`config.mk`:
```
export PLATFORM = sky130hd
export DESIGN_NAME = clk_startup_ctrl
export DESIGN_NICKNAME = d
export VERILOG_FILES = /design/src/verilog/clk_ctrl_pkg.sv /design/src/verilog/clk_pin_filter.sv /design/src/verilog/clk_startup_ctrl.sv
export SDC_FILE = /design/constraint.sdc
export NUM_CORES = 1
export LEC_CHECK = 0
export CORE_MARGIN = 1.5
export CORE_UTILIZATION = 59
export DETAILED_ROUTE_END_ITERATION = 10
export DONT_BUFFER_PORTS = 1
export PLACE_DENSITY = 0.75
export SLEW_MARGIN = 10
export SYNTH_ARGS = -nofsm -noshare
export SYNTH_HDL_FRONTEND = slang
export SYNTH_SLANG_ARGS = --single-unit
```
`constraint.sdc`:
```
create_clock -name core_clk -period 3.75 [get_ports core_clk]
set_clock_uncertainty 0.2 [all_clocks]
set_input_delay 0.5625 -clock core_clk [delete_from_list [all_inputs] [get_ports core_clk]]
set_output_delay 0.5625 -clock core_clk [all_outputs]
set_load 0.005 [all_outputs]
```
`src/verilog/clk_ctrl_pkg.sv`:
```
// constants shared by the clock and start-up control block.
// assumes a single 25 MHz core clock and a plain address/strobe register port.
package clk_ctrl_pkg;

  // ----------------------------------------------------------------
  // register port
  // ----------------------------------------------------------------
  localparam int unsigned ADDR_W   = 4;
  localparam int unsigned DATA_W   = 16;
  localparam logic [3:0]  ADDR_CONFIG     = 4'h0;
  localparam logic [3:0]  ADDR_STATUS     = 4'h1;
  localparam logic [3:0]  ADDR_IRQ_STATUS = 4'h2;
  localparam logic [3:0]  ADDR_IRQ_ENABLE = 4'h3;
  localparam logic [3:0]  ADDR_IRQ_CLEAR  = 4'h4;

  // config field positions
  localparam int unsigned CFG_FAILSAFE_BIT  = 0;
  localparam int unsigned CFG_OT_SEL_BIT    = 1;
  localparam int unsigned CFG_GND_SHORT_BIT = 2;
  localparam int unsigned CFG_CHOPPER_OFF_TIME_LSB      = 4;
  localparam int unsigned CHOPPER_OFF_TIME_W            = 4;
  localparam int unsigned CFG_USED_W        = 8;
  localparam logic [7:0]  CONFIG_RESET      = 8'h00;

  // status field positions
  localparam int unsigned ST_STANDSTILL_BIT = 0;
  localparam int unsigned ST_EXT_SEL_BIT    = 1;
  localparam int unsigned ST_OSC_ON_BIT     = 2;
  localparam int unsigned ST_OVERTEMP_BIT   = 3;
  localparam int unsigned ST_DRIVER_ON_BIT  = 4;
  localparam int unsigned ST_USED_W         = 5;

  // interrupt event bits
  localparam int unsigned EV_STANDSTILL = 0;
  localparam int unsigned EV_EXT_TAKEN  = 1;
  localparam int unsigned EV_FALLBACK   = 2;
  localparam int unsigned EV_OVERTEMP   = 3;
  localparam int unsigned EV_W          = 4;

  // ----------------------------------------------------------------
  // timing
  // ----------------------------------------------------------------
  localparam int unsigned CORE_CLK_HZ    = 25000000;
  localparam int unsigned GLITCH_NS      = 10;
  localparam int unsigned GLITCH_RAW     = (GLITCH_NS * (CORE_CLK_HZ / 1000000) + 999) / 1000;
  localparam int unsigned GLITCH_CYCLES  = (GLITCH_RAW < 1) ? 1 : GLITCH_RAW;
  localparam int unsigned STANDSTILL_W   = 21;
  localparam int unsigned STANDSTILL_DEF = 1048576;
  localparam int unsigned FAILSAFE_MIN   = 32;
  localparam int unsigned FAILSAFE_MAX   = 48;
  localparam int unsigned WATCHDOG_W     = 6;
  localparam logic [5:0]  FAILSAFE_TICKS = 6'h20;
  localparam int unsigned OSC_DIV_W      = 4;

  // clock source selection
  typedef enum logic [0:0] {
    SRC_INTERNAL = 1'b0,
    SRC_EXTERNAL = 1'b1
  } clk_src_t;

endpackage

```
`src/verilog/clk_pin_filter.sv`:
```
// glitch filter and edge detector for the external clock pin.
// assumes the pin is already synchronous to core_clk.
`timescale 1ns/10ps
module clk_pin_filter #(
  parameter int unsigned STABLE = 1
) (
  input  wire logic core_clk,
  input  wire logic reset,
  input  wire logic pin_in,
  output logic      level_q,
  output logic      rise,
  output logic      edge_seen
);

  // ----------------------------------------------------------------
  // history of samples
  // ----------------------------------------------------------------
  logic [STABLE:0] hist_q;
  logic [STABLE:0] hist_d;
  logic            all_high;
  logic            all_low;
  logic            level_d;

  // shift chain built one stage per cycle of required stability
  assign hist_d[0] = pin_in;
  genvar g;
  generate
    for (g = 1; g <= STABLE; g++) begin : g_hist
      assign hist_d[g] = hist_q[g-1];
    end
  endgenerate

  // a level is accepted only once it held for the whole window
  assign all_high  = &hist_q;
  assign all_low   = ~|hist_q;
  assign level_d   = all_high ? 1'b1 : (all_low ? 1'b0 : level_q);
  assign rise      = level_d & ~level_q;
  assign edge_seen = level_d ^ level_q;

  // starts low so the first accepted high counts as a rising edge
  always_ff @(posedge core_clk) begin
    if (reset) begin
      hist_q  <= '0;
      level_q <= 1'b0;
    end else begin
      hist_q  <= hist_d;
      level_q <= level_d;
    end
  end

endmodule // clk_pin_filter

```
`src/verilog/clk_startup_ctrl.sv`:
```
// clock source selection, start-up reset, standstill timer, thermal hysteresis.
// assumes supply monitors and temperature comparators arrive as synchronous levels.
//
// Strobed register access and the address map were decided locally.
`timescale 1ns/10ps

module clk_startup_ctrl #(
  parameter int unsigned STANDSTILL_TICKS = clk_ctrl_pkg::STANDSTILL_DEF,
  parameter int unsigned OSC_DIV          = 2
) (
  input  wire logic                            core_clk,
  input  wire logic                            reset,
  input  wire logic                            regulator_reset,
  input  wire logic                            io_supply_uv,
  input  wire logic                            motor_supply_uv,
  input  wire logic                            ext_clk_pin,
  input  wire logic                            step_pulse,
  input  wire logic                            power_stage_off_n,
  input  wire logic                            temp_above_150,
  input  wire logic                            temp_above_136,
  input  wire logic                            temp_below_120,
  input  wire logic [clk_ctrl_pkg::ADDR_W-1:0] reg_addr,
  input  wire logic [clk_ctrl_pkg::DATA_W-1:0] reg_wdata,
  input  wire logic                            reg_wr,
  input  wire logic                            reg_rd,
  output logic      [clk_ctrl_pkg::DATA_W-1:0] reg_rdata,
  output logic                                 irq,
  output logic                                 serial_reset,
  output logic                                 osc_enable,
  output logic                                 sys_tick,
  output logic                                 ext_clk_selected,
  output logic                                 standstill_flag,
  output logic                                 driver_enable,
  output logic                                 low_side_short_enable,
  output logic                                 high_side_short_sensitive,
  output logic                                 gnd_short_protect_active
);

  // ----------------------------------------------------------------
  // internal reset
  // ----------------------------------------------------------------
  logic int_reset_q;
  logic reset_req;

  // any supply source forces reset; release lands on a core_clk edge
  assign reset_req = reset | regulator_reset | io_supply_uv | motor_supply_uv;

  always_ff @(posedge core_clk) begin
    int_reset_q <= reset_req;
  end

  // serial unit held while the internal reset stands
  assign serial_reset = reset_req | int_reset_q;

  // ----------------------------------------------------------------
  // clock pin filtering
  // ----------------------------------------------------------------
  logic ext_level;
  logic ext_rise;
  logic ext_edge;

  clk_pin_filter #(
    .STABLE (clk_ctrl_pkg::GLITCH_CYCLES)
  ) u_pin_filter (
    .core_clk  (core_clk),
    .reset     (serial_reset),
    .pin_in    (ext_clk_pin),
    .level_q   (ext_level),
    .rise      (ext_rise),
    .edge_seen (ext_edge)
  );

  // ----------------------------------------------------------------
  // configuration register
  // ----------------------------------------------------------------
  logic [clk_ctrl_pkg::CFG_USED_W-1:0] config_q;
  logic                                failsafe_en;
  logic                                ot_sel;
  logic                                gnd_short_en;
  logic [clk_ctrl_pkg::CHOPPER_OFF_TIME_W-1:0]     chopper_off_time;
  logic                                wr_ok;
  logic                                rd_ok;
  logic                                wr_config;
  logic                                wr_irq_en;
  logic                                wr_irq_clr;

  // accesses are ignored outright during internal reset
  assign wr_ok      = reg_wr & ~serial_reset;
  assign rd_ok      = reg_rd & ~serial_reset;
  assign wr_config  = wr_ok & (reg_addr == clk_ctrl_pkg::ADDR_CONFIG);
  assign wr_irq_en  = wr_ok & (reg_addr == clk_ctrl_pkg::ADDR_IRQ_ENABLE);
  assign wr_irq_clr = wr_ok & (reg_addr == clk_ctrl_pkg::ADDR_IRQ_CLEAR);

  assign failsafe_en      = config_q[clk_ctrl_pkg::CFG_FAILSAFE_BIT];
  assign ot_sel           = config_q[clk_ctrl_pkg::CFG_OT_SEL_BIT];
  assign gnd_short_en     = config_q[clk_ctrl_pkg::CFG_GND_SHORT_BIT];
  assign chopper_off_time = config_q[clk_ctrl_pkg::CFG_CHOPPER_OFF_TIME_LSB +: clk_ctrl_pkg::CHOPPER_OFF_TIME_W];

  always_ff @(posedge core_clk) begin
    if (serial_reset) begin
      config_q <= clk_ctrl_pkg::CONFIG_RESET;
    end else if (wr_config) begin
      config_q <= reg_wdata[clk_ctrl_pkg::CFG_USED_W-1:0];
    end
  end

  // one bit steers two protections at once
  assign low_side_short_enable     = failsafe_en;
  assign high_side_short_sensitive = failsafe_en;

  // combinational from config only, so it needs no tick to stay on
  assign gnd_short_protect_active = gnd_short_en;

  // ----------------------------------------------------------------
  // internal oscillator model
  // ----------------------------------------------------------------
  logic [clk_ctrl_pkg::OSC_DIV_W-1:0] osc_cnt_q;
  logic                               osc_wrap;
  logic                               osc_tick;
  clk_ctrl_pkg::clk_src_t             src_q;

  localparam logic [clk_ctrl_pkg::OSC_DIV_W-1:0] OSC_LAST = clk_ctrl_pkg::OSC_DIV_W'(OSC_DIV - 1);

  // kept alive under failsafe since the watchdog counts its ticks
  assign osc_enable = (src_q == clk_ctrl_pkg::SRC_INTERNAL) | failsafe_en;
  assign osc_wrap   = (osc_cnt_q == OSC_LAST);
  assign osc_tick   = osc_enable & osc_wrap;

  always_ff @(posedge core_clk) begin
    if (serial_reset || !osc_enable) begin
      osc_cnt_q <= '0;
    end else if (osc_wrap) begin
      osc_cnt_q <= '0;
    end else begin
      osc_cnt_q <= osc_cnt_q + 1'b1;
    end
  end

  // ----------------------------------------------------------------
  // source selection and failsafe watchdog
  // ----------------------------------------------------------------
  clk_ctrl_pkg::clk_src_t              src_d;
  logic [clk_ctrl_pkg::WATCHDOG_W-1:0] wd_q;
  logic                                wd_expire;
  logic                                take_ext;
  logic                                fallback;

  assign wd_expire = (wd_q == clk_ctrl_pkg::FAILSAFE_TICKS);
  assign take_ext  = (src_q == clk_ctrl_pkg::SRC_INTERNAL) & ext_rise;
  assign fallback  = (src_q == clk_ctrl_pkg::SRC_EXTERNAL) & failsafe_en & wd_expire;

  // tick source switches in the cycle after an accepted pin rise or a fallback, whatever the oscillator count
  always_comb begin
    src_d = src_q;
    case (src_q)
      clk_ctrl_pkg::SRC_INTERNAL: begin
        if (ext_rise) begin
          src_d = clk_ctrl_pkg::SRC_EXTERNAL;
        end
      end
      clk_ctrl_pkg::SRC_EXTERNAL: begin
        if (fallback) begin
          src_d = clk_ctrl_pkg::SRC_INTERNAL;
        end
      end
      default: src_d = clk_ctrl_pkg::SRC_INTERNAL;
    endcase
  end

  always_ff @(posedge core_clk) begin
    if (serial_reset) begin
      src_q <= clk_ctrl_pkg::SRC_INTERNAL;
    end else begin
      src_q <= src_d;
    end
  end

  // counts oscillator ticks since the last clock pin edge
  always_ff @(posedge core_clk) begin
    if (serial_reset || ext_edge || src_q != clk_ctrl_pkg::SRC_EXTERNAL || !failsafe_en) begin
      wd_q <= '0;
    end else if (osc_tick && !wd_expire) begin
      wd_q <= wd_q + 1'b1;
    end
  end

  assign ext_clk_selected = (src_q == clk_ctrl_pkg::SRC_EXTERNAL);

  // with failsafe off and the pin quiet, no tick ever comes again
  assign sys_tick = ext_clk_selected ? ext_rise : osc_tick;

  // ----------------------------------------------------------------
  // standstill timer
  // ----------------------------------------------------------------
  logic [clk_ctrl_pkg::STANDSTILL_W-1:0] still_cnt_q;
  logic                                  still_done;
  logic                                  standstill_q;

  localparam logic [clk_ctrl_pkg::STANDSTILL_W-1:0] STILL_LAST =
    clk_ctrl_pkg::STANDSTILL_W'(STANDSTILL_TICKS - 1);

  assign still_done = (still_cnt_q == STILL_LAST);

  // a step restarts the count; the flag rises on the final tick
  always_ff @(posedge core_clk) begin
    if (serial_reset || step_pulse) begin
      still_cnt_q  <= '0;
      standstill_q <= 1'b0;
    end else if (sys_tick && !standstill_q) begin
      if (still_done) begin
        standstill_q <= 1'b1;
      end else begin
        still_cnt_q <= still_cnt_q + 1'b1;
      end
    end
  end

  assign standstill_flag = standstill_q;

  // ----------------------------------------------------------------
  // overtemperature hysteresis
  // ----------------------------------------------------------------
  logic overtemp_q;
  logic over_limit;

  assign over_limit = ot_sel ? temp_above_136 : temp_above_150;

  // latched off until the release comparator says below 120 C
  always_ff @(posedge core_clk) begin
    if (serial_reset) begin
      overtemp_q <= 1'b0;
    end else if (over_limit) begin
      overtemp_q <= 1'b1;
    end else if (temp_below_120) begin
      overtemp_q <= 1'b0;
    end
  end

  // power stage needs no reset, no thermal trip, pin low and a nonzero off time
  assign driver_enable = ~serial_reset & ~overtemp_q & ~power_stage_off_n
                       & (|chopper_off_time);

  // ----------------------------------------------------------------
  // interrupts
  // ----------------------------------------------------------------
  logic [clk_ctrl_pkg::EV_W-1:0] irq_status_q;
  logic [clk_ctrl_pkg::EV_W-1:0] irq_enable_q;
  logic [clk_ctrl_pkg::EV_W-1:0] events;
  logic                          standstill_prev_q;
  logic                          overtemp_prev_q;

  assign events[clk_ctrl_pkg::EV_STANDSTILL] = standstill_q & ~standstill_prev_q;
  assign events[clk_ctrl_pkg::EV_EXT_TAKEN]  = take_ext;
  assign events[clk_ctrl_pkg::EV_FALLBACK]   = fallback;
  assign events[clk_ctrl_pkg::EV_OVERTEMP]   = overtemp_q & ~overtemp_prev_q;

  // set beats clear so an event in the clearing cycle survives
  always_ff @(posedge core_clk) begin
    if (serial_reset) begin
      irq_status_q      <= '0;
      irq_enable_q      <= '0;
      standstill_prev_q <= 1'b0;
      overtemp_prev_q   <= 1'b0;
    end else begin
      standstill_prev_q <= standstill_q;
      overtemp_prev_q   <= overtemp_q;
      irq_status_q      <= (irq_status_q & ~({clk_ctrl_pkg::EV_W{wr_irq_clr}}
                            & reg_wdata[clk_ctrl_pkg::EV_W-1:0])) | events;
      if (wr_irq_en) begin
        irq_enable_q <= reg_wdata[clk_ctrl_pkg::EV_W-1:0];
      end
    end
  end

  assign irq = |(irq_status_q & irq_enable_q);

  // ----------------------------------------------------------------
  // read path
  // ----------------------------------------------------------------
  logic [clk_ctrl_pkg::ST_USED_W-1:0] status_word;
  logic [clk_ctrl_pkg::DATA_W-1:0]    rd_mux;
  logic [clk_ctrl_pkg::DATA_W-1:0]    rdata_q;

  assign status_word[clk_ctrl_pkg::ST_STANDSTILL_BIT] = standstill_q;
  assign status_word[clk_ctrl_pkg::ST_EXT_SEL_BIT]    = ext_clk_selected;
  assign status_word[clk_ctrl_pkg::ST_OSC_ON_BIT]     = osc_enable;
  assign status_word[clk_ctrl_pkg::ST_OVERTEMP_BIT]   = overtemp_q;
  assign status_word[clk_ctrl_pkg::ST_DRIVER_ON_BIT]  = driver_enable;

  // unmapped and write-only addresses read as zero
  always_comb begin
    if (reg_addr == clk_ctrl_pkg::ADDR_CONFIG) begin
      rd_mux = {{(clk_ctrl_pkg::DATA_W-clk_ctrl_pkg::CFG_USED_W){1'b0}}, config_q};
    end else if (reg_addr == clk_ctrl_pkg::ADDR_STATUS) begin
      rd_mux = {{(clk_ctrl_pkg::DATA_W-clk_ctrl_pkg::ST_USED_W){1'b0}}, status_word};
    end else if (reg_addr == clk_ctrl_pkg::ADDR_IRQ_STATUS) begin
      rd_mux = {{(clk_ctrl_pkg::DATA_W-clk_ctrl_pkg::EV_W){1'b0}}, irq_status_q};
    end else if (reg_addr == clk_ctrl_pkg::ADDR_IRQ_ENABLE) begin
      rd_mux = {{(clk_ctrl_pkg::DATA_W-clk_ctrl_pkg::EV_W){1'b0}}, irq_enable_q};
    end else begin
      rd_mux = '0;
    end
  end

  // read data valid only in the cycle after the strobe
  always_ff @(posedge core_clk) begin
    if (serial_reset || !rd_ok) begin
      rdata_q <= '0;
    end else begin
      rdata_q <= rd_mux;
    end
  end

  assign reg_rdata = rdata_q;

endmodule // clk_startup_ctrl

```
==> results.py <==
metrics = {
    "outcome": {
        "outcome": "completed",
    },
    "logic_synthesis": {
        "synthArstFlopShare_pct": 0,
        "netlist_area_mm2": 0.002856,
        "synth-compound-area-share_pct": 11.70,
        "seq_area_frac_synth_pct": 44.85,
        "yosys.cell_types.count": 48,
        "synthAdderAreaFrac_pct": 2.979,
        "synth_xor_area_share_pct": 4.293,
        "synth_top_family_by_area": "simple AND/OR/NAND/NOR gates",
        "syn_avg_cell_area_um2": 8.955,
        "syn-instance-count": 319,
        "yosysWarnings": 0,
        "synth-seq-cells": 64,
        "synthMuxAreaShare_pct": 4.205,
        "synthSimpleGateAreaFrac_pct": 26.89,
        "ys.flop_type": "dfxtp_1",
        "synth-edff-count": 0,
    },
    "global_routing": {
        "grt_pass1_vias": 1964,
        "grt_max_degree": 23,
        "grt_pass1_wl_um": 8866,
        "antenna_found_initial": 0,
        "grt_usage_pct": 22.17,
        "grt_overflow": 0,
    },
    "clocking": {
        "clkLatencyLatePin_ps": 340,
        "cts_resized": 0,
        "h-tree-depth": 3,
        "cts_buffer_depth": 2,
        "path_clk_slew_ps": 70,
        "root_buffer": "clkbuf_8",
        "cts_buffers": 9,
        "cts_tree": "done",
        "hold_buffers": 0,
        "post_cts_buffers": 0,
        "cts.sink_count": 64,
    },
    "critical_path": {
        "crit-reg2reg-launch": "osc_cnt_q[0]",
        "cp_slowest_cell": "or4b_4",
        "crit_chain": "ha_1 -> or4b_4 -> a21oi_4 -> o31ai_2 -> buf_4 -> or4_1 -> a21oi_1",
        "r2r_slack_ps": 1160,
        "crit_arrival_ps": 2660,
        "crit_type": "reg -> reg",
        "ff2ff_path_depth": 7,
        "crit_path_max_incr_delay_ps": 490,
        "cp-end-kind": "flip-flop",
        "start_kind": "flip-flop",
        "cp_max_fo": 12,
        "crit_required_ps": 3810,
        "rr_endpoint": "still_cnt_q[6]",
    },
    "job": {
        "maxCapViolations": 0,
    },
    "drt": {
        "vias": 2195,
        "highest_layer": "met4",
        "wl_per_cell_um": 13.96,
        "drc": 0,
        "wl_um": 5306,
        "wl_met3_um": 346,
        "drt_iter0_drc": 133,
        "vias_per_cell": 5.776,
        "wl_met2_um": 2279,
        "drt-met1-wl_um": 2537,
        "ant_nets": 0,
        "firstDrtPassIters": 4,
    },
    "power_and_ir_drop": {
        "powerDensity_mw_per_mm2": 435.7,
        "peakVddDrop_mv": 0.2629,
        "leakage_nw": 1.028,
        "p_total_mw": 1.339,
    },
    "min_path": {
        "hold_depth": 1,
        "hp-start": "reg_addr[1]",
        "min_to": "reg_rdata[4]",
        "holdCritPathClass": "in -> reg",
    },
    "finish": {
        "area_growth_pct": 7.622,
        "antennaDiodeCount": 0,
        "layout-drive-gt1-share_pct": 9.509,
        "nets": 360,
    },
    "sta": {
        "max_freq_ghz": 0.3856,
        "drv_slew": 0,
        "tightestPinTransition_ps": 849.8,
        "min_period_ps": 2593,
        "finalSetupViolCount": 0,
        "period_share_pct": 69.15,
        "setup_tns_ps": 0,
        "rsz0062_at_grt": "false",
        "hold_violations": 0,
        "relSlewSlack_pct": 43.00,
    },
    "die": {
        "placementRows": 25,
        "die_area_mm2": 0.005268,
        "io_pins": 59,
        "start_util_pct": 60.88,
        "core_area_mm2": 0.004692,
        "fp.dieH_um": 72.58,
        "die_x_um": 72.58,
    },
    "placement": {
        "dp_hpwl_um": 3783,
        "gp_congestion": 0.8340,
        "io_buffers": 0,
    },
}
-- sequential cells by signal, indices dropped and copies added (netlist names), 2 cells and up --
signal and count:
config_q 8, irq_enable_q 4, irq_status_q 4, osc_cnt_q 4, reg_rdata 8, still_cnt_q 21, u_pin_filter.hist_q 2, wd_q 6
-- report_power, final --
part           switching (mW)  internal [mW]
Sequential           0.000329          0.680
Clock                   0.261          0.389
Combinational         0.00459        0.00493
Total                   0.266           1.07
-- layer usage --
layer | up-vias | global-route usage [%]
li1 | 1114 | -
met1 | 1010 | 28.51
met2 | 58 | 32.52
met3 | 13 | 7.459
met4 | 0 | 12.58
met5 | - | 0
-- area by class of cell --
type | count | area (um2)
fill | 396 | 1618
multi-input combinational | 236 | 1460
sequential | 64 | 1281
clock buffer | 10 | 137.6
clock inverter | 6 | 82.58
tap | 54 | 67.56
inverter | 8 | 30.03
timing repair buffer | 2 | 15.01
-- layout by cell type, fill, tap and decap left out, types with 2 or more instances in the layout --
| cell | instances |
|---|---|
| a21oi_1 | 17 |
| a22oi_1 | 2 |
| and2_1 | 11 |
| and3_1 | 4 |
| and4_1 | 2 |
| buf_4 | 2 |
| bufinv_16 | 2 |
| clkbuf_8 | 10 |
| clkinv_2 | 3 |
| conb_1 | 8 |
| dfxtp_1 | 64 |
| ha_1 | 6 |
| inv_1 | 7 |
| mux2i_1 | 3 |
| mux4_2 | 4 |
| nand2_1 | 39 |
| nand2b_1 | 2 |
| nand3_1 | 13 |
| nand4_1 | 11 |
| nor2_1 | 28 |
| nor2b_1 | 8 |
| nor3_1 | 4 |
| nor4_1 | 2 |
| o2111ai_1 | 3 |
| o211a_1 | 2 |
| o21ai_0 | 20 |
| o21ai_1 | 2 |
| or3_1 | 12 |
| or3b_2 | 2 |
| or4_1 | 2 |
| xnor2_1 | 3 |
| xor2_1 | 11 |
-- metrics by stage --
stage	setup WS [ps]	cell area, um2	hold WS (ps)	cells	utilization (%)
global placement	1096	2854	245.4	364	60.83
global route	1014	3074	75.53	380	65.52
detailed placement	1055	2854	255.2	364	60.83
CTS	1157	3074	88.27	380	65.52
finish	1157	3074	95.93	380	65.52
floorplan	1257	2883	232.4	326	-
-- worst max path at each step --
stage / startpoint / to / slack, ps
after floorplan: regulator_reset / driver_enable / 1260
after global placement: regulator_reset / config_q[5] / 1100
after detailed placement: regulator_reset / config_q[5] / 1060
after CTS: osc_cnt_q[0] / still_cnt_q[6] / 1160
after global routing: still_cnt_q[0] / still_cnt_q[1] / 1010
final: osc_cnt_q[0] / still_cnt_q[6] / 1160
-- cells by family after synthesis --
kind of cell / after synthesis
compound gates: 54
xor+xnor: 14
fa+ha+maj: 7
buf+inv: 26
flops: 64
mux: 7
other cells: 1
simple gates: 146
-- worst max-delay path, delay by kind of cell, from the launching register on --
family | cells | cell delay [ps]
simple gates | 2 | 880
compound gates | 3 | 650
flops | 1 | 380
buf+inv | 1 | 220
fa+ha+maj | 1 | 190
-- Yosys cell counts, drive strengths merged (2+ instances only) --
cell     count  area (um2)
o2111ai      3       26.28
nand2b       2       12.51
inv          8       30.03
nor3         4       20.02
ha           6       75.07
nor4         4       46.29
or4          2       15.01
clkbuf       6       22.52
and3         4       25.02
o211a        2       20.02
nand4       11       68.82
dfxtp       64        1281
and4         2       17.52
o31ai        2       20.02
nand2       39       146.4
xnor2        3       26.28
nor2        29       111.4
nor2b        8       50.05
and2        11       68.82
a22oi        2       15.01
or3b         2       17.52
a21oi       18       101.4
o21ai       22       110.1
xor2        11       96.34
or3         12       75.07
mux4         4       90.09
mux2i        3       30.03
nand3       13       65.06
buf         12       88.83
Note: power is estimated with default switching activity, not from simulation.
